==> config.mk <==
export PLATFORM = sky130hd
export DESIGN_NAME = frsm_core
export DESIGN_NICKNAME = d
export VERILOG_FILES = /design/src/rtl/frsm_pkg.sv /design/src/rtl/frsm_tmr_if.sv /design/src/rtl/frsm_core.sv /design/src/rtl/frsm_timer.sv
export VERILOG_INCLUDE_DIRS = /design/src /design/src/rtl
export SDC_FILE = /design/constraint.sdc
export NUM_CORES = 1
export LEC_CHECK = 0
export BUFFER_PORTS_ARGS = -buffer_cell sky130_fd_sc_hd__buf_2
export CORE_AREA = 2 2 85 169
export DETAILED_ROUTE_END_ITERATION = 10
export DIE_AREA = 0 0 87 171
export GPL_ROUTABILITY_DRIVEN = 0
export GPL_TIMING_DRIVEN = 0
export SLEW_MARGIN = 30
export SYNTH_ARGS = -nofsm -noshare
export SYNTH_HDL_FRONTEND = slang
export SYNTH_SLANG_ARGS = --single-unit
==> constraint.sdc <==
create_clock -name clk_sys -period 6.9 [get_ports clk_sys]
set_input_delay 1.38 -clock clk_sys [delete_from_list [all_inputs] [get_ports clk_sys]]
set_output_delay 1.38 -clock clk_sys [all_outputs]
set_load 0.005 [all_outputs]
==> src/rtl/frsm_params.svh <==
// Timing constants and limits for the fault reaction state machine
`ifndef FRSM_PARAMS_SVH
`define FRSM_PARAMS_SVH

// System clock rate in MHz (10 ns period)
`define FRSM_CLK_MHZ        100

// Reset delay time in microseconds
`define FRSM_T_RD_US        10
// Short-to-ground detection time in microseconds
`define FRSM_T_STG_US       200
// Second safe state delay in microseconds
`define FRSM_SECOND_SAFE_STATE_DELAY_US       50

// Cycle counts derived from the times above; whole microseconds give exact counts
`define FRSM_RD_CYC         (`FRSM_T_RD_US * `FRSM_CLK_MHZ)
`define FRSM_STG_CYC        (`FRSM_T_STG_US * `FRSM_CLK_MHZ)
`define FRSM_SS2_CYC        (`FRSM_SECOND_SAFE_STATE_DELAY_US * `FRSM_CLK_MHZ)

// Timer counter width
`define FRSM_TMR_W          32
// Initialisation failures already counted when the next one is the third
`define FRSM_FAIL_LIMIT     2'h2
// Increment for the failure counter
`define FRSM_FAIL_STEP      2'h1
// Cleared failure counter
`define FRSM_FAIL_ZERO      2'h0

`endif

==> src/rtl/frsm_pkg.sv <==
// Types shared by the fault reaction state machine
package frsm_pkg;

  typedef enum logic [2:0] {
    FRSM_SLEEP     = 3'h0,
    FRSM_WAKE      = 3'h1,
    FRSM_INIT      = 3'h2,
    FRSM_NORMAL    = 3'h3,
    FRSM_SAFE_SHUT = 3'h4,
    FRSM_POWER_OFF = 3'h5
  } frsm_state_t;

  typedef logic [1:0] frsm_fail_cnt_t;

endpackage : frsm_pkg

==> src/rtl/frsm_tmr_if.sv <==
// Control and status bundle between the state machine and one delay timer
`timescale 1ns/1ns
interface frsm_tmr_if #(
  parameter int unsigned TW = 32
);
  logic          start;
  logic          clear;
  logic [TW-1:0] load;
  logic          running;
  logic          expired;

  modport ctrl (output start, output clear, output load, input running, input expired);
  modport tmr  (input start, input clear, input load, output running, output expired);
endinterface : frsm_tmr_if

==> src/rtl/frsm_core.sv <==
// Fault reaction state machine: soft reset, escalation and safe shutdown control
`timescale 1ns/1ns
`include "frsm_params.svh"

// Function
// - Fault from sleep/wake: soft reset, outputs on
// - Soft reset re-enables regulators, standby keeps setting
// - Undervoltage: reset delay starts when supplies recover
// - Long undervoltage: startup state, then safe shutdown
// - Watchdog overflow or error pin trigger soft reset
// - Monitor soft reset: delay starts at reset fall
// - Safe state outputs low in sleep and wake; first one also low in startup
// - Internal supply fault forces hard reset instead
// - Regulator and reference faults force safe shutdown
// - Prereg overvoltage/thermal always; short only while sequencing
// - Later prereg short only sets its status flag
// - Third consecutive init failure forces safe shutdown
// - Bias, monitor overtemperature, fuse faults force shutdown
// - Main supply overvoltage forces safe shutdown
// - Startup state: reset low at once on shutdown fault
// - Safe shutdown entry switches every regulator off
// - Undervoltage drops reset and first safe output together
// - Persistent short: flag event, all off, shut down
// - Second safe output low at shutdown, delay ignored
// - Normal overvoltage: shutdown, reset low on detection
// - Normal to shutdown: both safe outputs drop immediately
// - Normal short handled first as undervoltage
// - Priority: power off, then shutdown, then startup
module frsm_core
  import frsm_pkg::*;
#(
  parameter int unsigned NREG       = 5,
  parameter int unsigned TW         = `FRSM_TMR_W,
  parameter int unsigned RD_CYCLES  = `FRSM_RD_CYC,
  parameter int unsigned STG_CYCLES = `FRSM_STG_CYC,
  parameter int unsigned SS2_CYCLES = `FRSM_SS2_CYC
) (
  // Clock and reset
  input  wire logic              clk_sys,
  input  wire logic              rstn,
  // Mode requests, one-cycle pulses
  input  wire logic              req_sleep,
  input  wire logic              req_wake,
  input  wire logic              req_normal,
  input  wire logic              init_done,
  input  wire logic              init_timeout,
  input  wire logic              safe_exit,
  input  wire logic              power_restart,
  // Configuration levels
  input  wire logic [NREG-1:0]   low_power_reg_en,
  input  wire logic              stby_cfg_on,
  input  wire logic              ss_enable,
  // Power sequencing progress
  input  wire logic              seq_done,
  // Microcontroller supply undervoltage, any of the three
  input  wire logic              uv_micro,
  // Monitor events, one-cycle pulses
  input  wire logic              wd_overflow,
  input  wire logic              err_pin_fault,
  // Regulator faults, levels
  input  wire logic              micro_reg_ov,
  input  wire logic              micro_reg_stg,
  input  wire logic              micro_reg_tsd,
  input  wire logic              core_ov,
  input  wire logic              core_stg,
  input  wire logic              stby_ov,
  input  wire logic              stby_stg,
  input  wire logic              vref_ov,
  input  wire logic              prereg_ov,
  input  wire logic              prereg_tsd,
  input  wire logic              prereg_stg,
  // Internal faults, levels
  input  wire logic              bias_fail,
  input  wire logic              mon_thermal_shutdown,
  input  wire logic              fuse_fail,
  input  wire logic              main_supply_ov,
  input  wire logic              main_supply_low,
  input  wire logic              int_supply_fault,
  // Status flag clear, pulse
  input  wire logic              prereg_short_clr,
  // Outputs toward the microcontroller
  output logic                   reset_out,
  output logic                   safe_state_first,
  output logic                   safe_state_second,
  // Regulator enables
  output logic [NREG-1:0]        main_reg_en,
  output logic                   stby_reg_en,
  // Status
  output frsm_pkg::frsm_state_t  state,
  output logic                   short_event,
  output logic                   hard_reset,
  output logic                   prereg_short_flag
);

  import frsm_pkg::*;

  frsm_state_t    next_state;
  frsm_fail_cnt_t fail_cnt;
  logic           uv_q;
  logic           rd_wait;
  logic           seq_phase;

  frsm_tmr_if #(.TW(TW)) rd_tmr ();
  frsm_tmr_if #(.TW(TW)) stg_tmr ();
  frsm_tmr_if #(.TW(TW)) ss2_tmr ();

  frsm_timer #(.TW(TW)) u_rd_timer (
    .clk_sys (clk_sys),
    .rstn    (rstn),
    .tmr     (rd_tmr)
  );

  frsm_timer #(.TW(TW)) u_stg_timer (
    .clk_sys (clk_sys),
    .rstn    (rstn),
    .tmr     (stg_tmr)
  );

  frsm_timer #(.TW(TW)) u_ss2_timer (
    .clk_sys (clk_sys),
    .rstn    (rstn),
    .tmr     (ss2_tmr)
  );

  function automatic logic in_state(input frsm_state_t s, input frsm_state_t ref_s);
    in_state = (s == ref_s);
  endfunction : in_state

  // Fault classification
  wire uv_rise       = uv_micro & ~uv_q;
  wire st_init       = in_state(state, FRSM_INIT);
  wire st_normal     = in_state(state, FRSM_NORMAL);
  wire st_low_power  = in_state(state, FRSM_SLEEP) | in_state(state, FRSM_WAKE);
  wire st_safe       = in_state(state, FRSM_SAFE_SHUT);
  wire st_off        = in_state(state, FRSM_POWER_OFF);
  wire third_fail    = st_init & init_timeout & (fail_cnt == `FRSM_FAIL_LIMIT);
  wire retry_fail    = st_init & init_timeout & (fail_cnt != `FRSM_FAIL_LIMIT);
  wire monitor_evt   = wd_overflow | err_pin_fault;

  wire pd_fault      = int_supply_fault | main_supply_low;
  wire reg_fault     = micro_reg_ov | micro_reg_stg | micro_reg_tsd
                     | core_ov | core_stg | stby_ov | stby_stg | vref_ov;
  wire prereg_fault  = prereg_ov | prereg_tsd | (prereg_stg & seq_phase);
  wire intern_fault  = bias_fail | mon_thermal_shutdown | fuse_fail;
  // Standby is not served here, so main supply overvoltage always counts
  wire fs_fault      = reg_fault | prereg_fault | intern_fault | main_supply_ov
                     | third_fail
                     | stg_tmr.expired;
  // Short on a micro supply is seen first as undervoltage
  wire init_evt      = uv_rise | monitor_evt | retry_fail;
  // A late prereg short is only recorded, it never changes state
  wire prereg_late   = prereg_stg & ~seq_phase;

  // Single highest-priority transition per cycle
  always_comb
  begin
    next_state = state;
    if (pd_fault)
      next_state = FRSM_POWER_OFF;
    else if (st_off)
    begin
      if (power_restart)
        next_state = FRSM_INIT;
    end
    else if (fs_fault)
      next_state = FRSM_SAFE_SHUT;
    else if (st_safe)
    begin
      if (safe_exit)
        next_state = FRSM_INIT;
    end
    else if (init_evt)
      next_state = FRSM_INIT;
    else
    begin
      case (state)
        FRSM_INIT:
        begin
          if (init_done && reset_out)
            next_state = FRSM_NORMAL;
        end
        FRSM_NORMAL:
        begin
          if (req_sleep)
            next_state = FRSM_SLEEP;
          else if (req_wake)
            next_state = FRSM_WAKE;
        end
        FRSM_SLEEP, FRSM_WAKE:
        begin
          if (req_normal)
            next_state = FRSM_NORMAL;
        end
        default:
          next_state = FRSM_INIT;
      endcase
    end
  end

  // Entry into the startup state, including a re-entry from itself
  wire go_init       = in_state(next_state, FRSM_INIT) & (~st_init | init_evt);
  wire soft_entry    = go_init & ~st_safe & ~st_off;
  wire go_safe       = in_state(next_state, FRSM_SAFE_SHUT);
  wire go_off        = in_state(next_state, FRSM_POWER_OFF);
  wire go_normal     = in_state(next_state, FRSM_NORMAL);
  wire stays_up      = in_state(next_state, FRSM_INIT) | go_normal;
  wire next_low_pwr  = in_state(next_state, FRSM_SLEEP) | in_state(next_state, FRSM_WAKE);

  // Reset delay: undervoltage waits for recovery, monitor causes start at the fall
  wire rd_cause_uv   = go_init & (uv_micro | rd_wait);
  // A restart from shutdown or power-off has no reset fall to time from, so it waits
  // for the supplies the way power-on does
  wire rd_restart    = go_init & (st_safe | st_off);
  wire rd_now        = soft_entry & ~rd_cause_uv;
  wire rd_recover    = rd_wait & ~uv_micro & ~go_safe & ~go_off;
  assign rd_tmr.start = rd_now | rd_recover;
  assign rd_tmr.clear = go_safe | go_off | (rd_wait & uv_micro);
  assign rd_tmr.load  = TW'(RD_CYCLES);

  // Short detection runs for as long as the undervoltage lasts
  assign stg_tmr.start = uv_rise;
  assign stg_tmr.clear = ~uv_micro | go_safe | go_off;
  assign stg_tmr.load  = TW'(STG_CYCLES);

  // Second safe output falls after its delay when normal drops to startup without undervoltage
  wire ss2_begin     = st_normal & go_init & safe_state_second & ~uv_micro;
  assign ss2_tmr.start = ss2_begin;
  assign ss2_tmr.clear = ~in_state(next_state, FRSM_INIT);
  assign ss2_tmr.load  = TW'(SS2_CYCLES);

  wire ss2_hold      = in_state(next_state, FRSM_INIT) & safe_state_second
                     & (ss2_begin | (ss2_tmr.running & ~ss2_tmr.expired));

  // Output next values
  wire next_reset    = ~(go_safe | go_off
                       | soft_entry
                       | uv_micro)
                     & (reset_out | (st_init & rd_tmr.expired));
  wire next_ss1      = go_normal & ss_enable & ~uv_micro;
  wire next_ss2      = (go_normal & ss_enable) | ss2_hold;

  // Regulators: all main ones in startup and normal, standby per its setting; none in shutdown or power off
  wire [NREG-1:0] next_main_en = stays_up     ? {NREG{1'b1}}
                               : next_low_pwr ? low_power_reg_en
                               : '0;
  wire            next_stby_en = (stays_up | next_low_pwr) & stby_cfg_on;

  // Failure count: retried configurations add up, success clears
  // Shutdown and power-off clear first so a restart gets fresh attempts
  wire [1:0] next_fail = go_normal              ? `FRSM_FAIL_ZERO
                       : (go_safe | go_off)     ? `FRSM_FAIL_ZERO
                       : init_timeout & st_init ? fail_cnt + `FRSM_FAIL_STEP
                       : fail_cnt;

  // Sequencing phase spans startup entry up to the regulators being in range
  wire next_seq      = go_init | (seq_phase & ~seq_done & stays_up);

  always_ff @(posedge clk_sys or negedge rstn)
  begin
    if (!rstn)
      state <= FRSM_INIT;
    else
      state <= next_state;
  end

  always_ff @(posedge clk_sys or negedge rstn)
  begin
    if (!rstn)
    begin
      reset_out         <= 1'b0;
      safe_state_first  <= 1'b0;
      safe_state_second <= 1'b0;
    end
    else
    begin
      reset_out         <= next_reset;
      safe_state_first  <= next_ss1;
      safe_state_second <= next_ss2;
    end
  end

  always_ff @(posedge clk_sys or negedge rstn)
  begin
    if (!rstn)
    begin
      main_reg_en <= '0;
      stby_reg_en <= 1'b0;
    end
    else
    begin
      main_reg_en <= next_main_en;
      stby_reg_en <= next_stby_en;
    end
  end

  // Power-on behaves like an undervoltage recovery so the delay runs once supplies are up
  always_ff @(posedge clk_sys or negedge rstn)
  begin
    if (!rstn)
    begin
      uv_q      <= 1'b0;
      rd_wait   <= 1'b1;
      seq_phase <= 1'b1;
      fail_cnt  <= `FRSM_FAIL_ZERO;
    end
    else
    begin
      uv_q      <= uv_micro;
      rd_wait   <= (rd_cause_uv | rd_restart | (rd_wait & uv_micro))
                   & ~go_safe & ~go_off;
      seq_phase <= next_seq;
      fail_cnt  <= next_fail;
    end
  end

  // Event pulses
  always_ff @(posedge clk_sys or negedge rstn)
  begin
    if (!rstn)
    begin
      short_event <= 1'b0;
      hard_reset  <= 1'b0;
    end
    else
    begin
      short_event <= stg_tmr.expired & ~pd_fault;
      hard_reset  <= int_supply_fault & ~st_off;
    end
  end

  // Set wins over clear; no state change and no interrupt for a late prereg short
  always_ff @(posedge clk_sys or negedge rstn)
  begin
    if (!rstn)
      prereg_short_flag <= 1'b0;
    else if (prereg_late)
      prereg_short_flag <= 1'b1;
    else if (prereg_short_clr)
      prereg_short_flag <= 1'b0;
  end

endmodule : frsm_core

==> src/rtl/frsm_timer.sv <==
// One-shot down-counting delay timer
`timescale 1ns/1ns
module frsm_timer #(
  parameter int unsigned TW = 32
) (
  // Clock and reset
  input  wire logic clk_sys,
  input  wire logic rstn,
  // Control and status
  frsm_tmr_if.tmr   tmr
);

  logic [TW-1:0] cnt;

  wire cnt_last = (cnt == TW'(1));

  assign tmr.running = (cnt != '0);
  assign tmr.expired = cnt_last;

  // Clear beats start so a stale start cannot revive a cancelled delay
  always_ff @(posedge clk_sys or negedge rstn)
  begin
    if (!rstn)
      cnt <= '0;
    else if (tmr.clear)
      cnt <= '0;
    else if (tmr.start)
      cnt <= tmr.load;
    else if (cnt != '0)
      cnt <= cnt - TW'(1);
  end

endmodule : frsm_timer

==> results.py <==
metrics = {
    "run_status": {
        "status": "complete, no violations",
    },
    "drt": {
        "viasPerCell": 5.37,
        "drcViolationCount": 0,
        "drt-total-wl_mm": 12.9,
        "drt_iter0_drc": 185,
        "dr_total_vias": 4658,
        "ant_nets": 0,
        "dr.pass1.iters": 4,
        "wl_per_cell_um": 14.9,
    },
    "sta": {
        "skew_ns": 0.00811,
        "fmax_mhz": 332,
        "holdWs_ns": 0.499,
        "finalCriticalPeriod_ns": 3.01,
        "finalSetupViolCount": 0,
        "rsz0062_at_grt": "no",
        "slew_headroom_pct": 37.3,
        "fin_crit_sh_pct": 43.7,
        "fin_tns_setup_ns": 0,
        "tightest_slew_ns": 0.933,
        "maxSlewViolCount": 0,
        "hold_violations": 0,
    },
    "synth": {
        "synth.cell_area_um2": 5980,
        "ys_seq_elements": 116,
        "synthFlopType": "dfrtp_1",
        "yosysWarnings": 0,
        "postSynthCellCount": 627,
        "yosysSeqAreaShare_pct": 48.6,
        "yosysUniqueCellTypes": 55,
        "synth_edf_count": 0,
        "async_flop_share_pct": 100,
        "syn_nets": 672,
        "synth.avg_cell_area_um2": 9.54,
    },
    "grt": {
        "grt_max_degree": 83,
        "grt_pass1_vias": 4707,
        "grtUsageTotal_pct": 18.7,
        "use_met1_pct": 24.6,
        "use_met3_pct": 3.52,
        "busiest_layer": "met2",
        "use_met2_pct": 30.4,
        "grt_pass1_wl_mm": 22.2,
        "grt-ovfl-total": 0,
        "antenna_found_initial": 0,
    },
    "clock_network": {
        "clk_latency_ns": 0.41,
        "cts_buffers": 17,
        "clk_pin_slew_worst_paths_ns": 0.05,
        "postCtsHoldBufs": 0,
        "cts_htree_levels": 4,
        "cts_resized": 0,
        "post-cts-setup-buffers": 0,
        "cts_tree": "yes",
        "clock_path_buffers": 2,
        "clock-sinks": 116,
        "cts-root-buf": "clkbuf_16",
    },
    "floorplan": {
        "fp.coreArea_um2": 13700,
        "start_util_pct": 43.8,
        "die_w_um": 87,
        "dieArea_um2": 14900,
        "fp.dieH_um": 171,
        "num_rows": 61,
        "ios": 53,
    },
    "critical_path": {
        "arrival_ns": 3.35,
        "end_kind": "flip-flop",
        "path_max_fanout": 10,
        "criticalPathCategory": "input port to flip-flop",
        "startpoint_type": "input port",
        "crit_required_ns": 7.24,
    },
    "worst_hold_path": {
        "hp-class": "flip-flop to flip-flop",
    },
    "cells_and_area": {
        "n_antenna_cell": 0,
        "syn_to_final_growth_pct": 18.7,
        "final_util_pct": 51.9,
        "drive_gt1_share_pct": 16.2,
        "most-common-layout-cells": "nor2_1 (116), dfrtp_1 (113), buf_2 (55), xnor2_1 (45), nor3_1 (40)",
        "mostFrequentLayoutCell": "nor2_1",
        "final_nets": 744,
    },
    "flow_run": {
        "maxCapViolCount": 0,
    },
    "place": {
        "place_hpwl_mm": 8.86,
        "port_buffers": 52,
    },
}
worst paths after layout:
check	startpoint	endpoint	slack [ns]	depth (start not counted)
max in group asynchronous	rstn	rd_wait	5.36	2
min in group asynchronous	rstn	u_ss2_timer.cnt[11]	0.83	1
setup reg to reg	u_stg_timer.cnt[17]	u_stg_timer.cnt[18]	3.94	10
hold / removal	seq_phase	seq_phase	0.50	2
hold reg to reg	seq_phase	seq_phase	0.50	2
setup / recovery	micro_reg_tsd	u_rd_timer.cnt[17]	3.89	9
worst max-delay path, cell delays in order:
cell and delay (ns):
buf_2 0.09, nor4_1 0.31, nand4_1 0.20, nor4_1 0.37, o2bb2ai_2 0.19, or3b_1 0.38, buf_4 0.17, buf_6 0.14
nor2_1 0.10
area by class of cell:
type	instances	area (um2)
repair buffers	53	298
clock buffers	21	460
inverters	17	63.8
multi-input cells	473	2880
flip-flops and latches	116	2910
fillers	1253	6570
plain buffers	21	133
clock inverters	10	155
well taps	157	196
routing by layer:
layer	wire length, um	vias up
met4	191	0
li1	-	2358
met1	5990	2195
met5	0	-
met2	6170	91
met3	536	14
synth_stat cells, types with 2 or more instances:
| cell type | n | area [um2] |
|---|---|---|
| a211oi_1 | 5 | 37.5 |
| nand3_2 | 2 | 20.0 |
| o211ai_1 | 3 | 22.5 |
| buf_2 | 4 | 20.0 |
| ha_1 | 7 | 87.6 |
| and3_1 | 4 | 25.0 |
| a211oi_2 | 3 | 37.5 |
| a21oi_1 | 29 | 145 |
| clkbuf_1 | 8 | 30.0 |
| xnor2_1 | 45 | 394 |
| buf_6 | 4 | 45.0 |
| a31oi_1 | 5 | 31.3 |
| nand2_1 | 23 | 86.3 |
| and4b_1 | 2 | 20.0 |
| o2111ai_1 | 2 | 17.5 |
| inv_1 | 16 | 60.1 |
| nor4_1 | 24 | 150 |
| nor3_1 | 40 | 200 |
| nand4b_1 | 4 | 35.0 |
| and4_1 | 3 | 26.3 |
| o31ai_1 | 3 | 22.5 |
| dfrtp_1 | 113 | 2830 |
| nand3_1 | 20 | 100 |
| nand3b_1 | 9 | 67.6 |
| nor2b_1 | 2 | 12.5 |
| or2_2 | 6 | 37.5 |
| nand2b_1 | 13 | 81.3 |
| or3_1 | 16 | 100 |
| o21ai_0 | 13 | 65.1 |
| buf_4 | 5 | 37.5 |
| nand4_1 | 7 | 43.8 |
| and2_1 | 4 | 25.0 |
| dfstp_2 | 3 | 78.8 |
| or4_1 | 11 | 82.6 |
| o41ai_1 | 5 | 43.8 |
| nor2_1 | 116 | 435 |
| xor2_1 | 30 | 263 |
cells by family after synthesis:
kind of cell	count (synthesis)	share of synthesized area, %
AOI/OAI and AO/OA	76	8.35
xor gates and xnor gates	75	11.0
adders and majority gates	7	1.46
buffers and inverters	38	3.29
DFF	116	48.6
muxes	2	0.356
and+or+nand+nor	313	27.0
metrics by stage:
stage	std cells	cell area (um2)	setup WS, ns
CTS	868	7100	3.88
floorplan	627	5980	3.89
detailed placement	837	6480	3.47
finish	868	7100	3.89
global route	868	7100	3.72
global placement	836	6440	2.93
state kept, by name, indices dropped and copies added, names as in the netlist:
name,cells
fail_cnt,2
hard_reset,1
main_reg_en,5
prereg_short_flag,1
rd_wait,1
reset_out,1
safe_state_first,1
safe_state_second,1
seq_phase,1
short_event,1
state,3
stby_reg_en,1
u_rd_timer.cnt,32
u_ss2_timer.cnt,32
u_stg_timer.cnt,32
uv_q,1
Power is left out: the tool's default activity adds up to more than one toggle a clock period on the data nets, which glitch-free logic cannot reach.
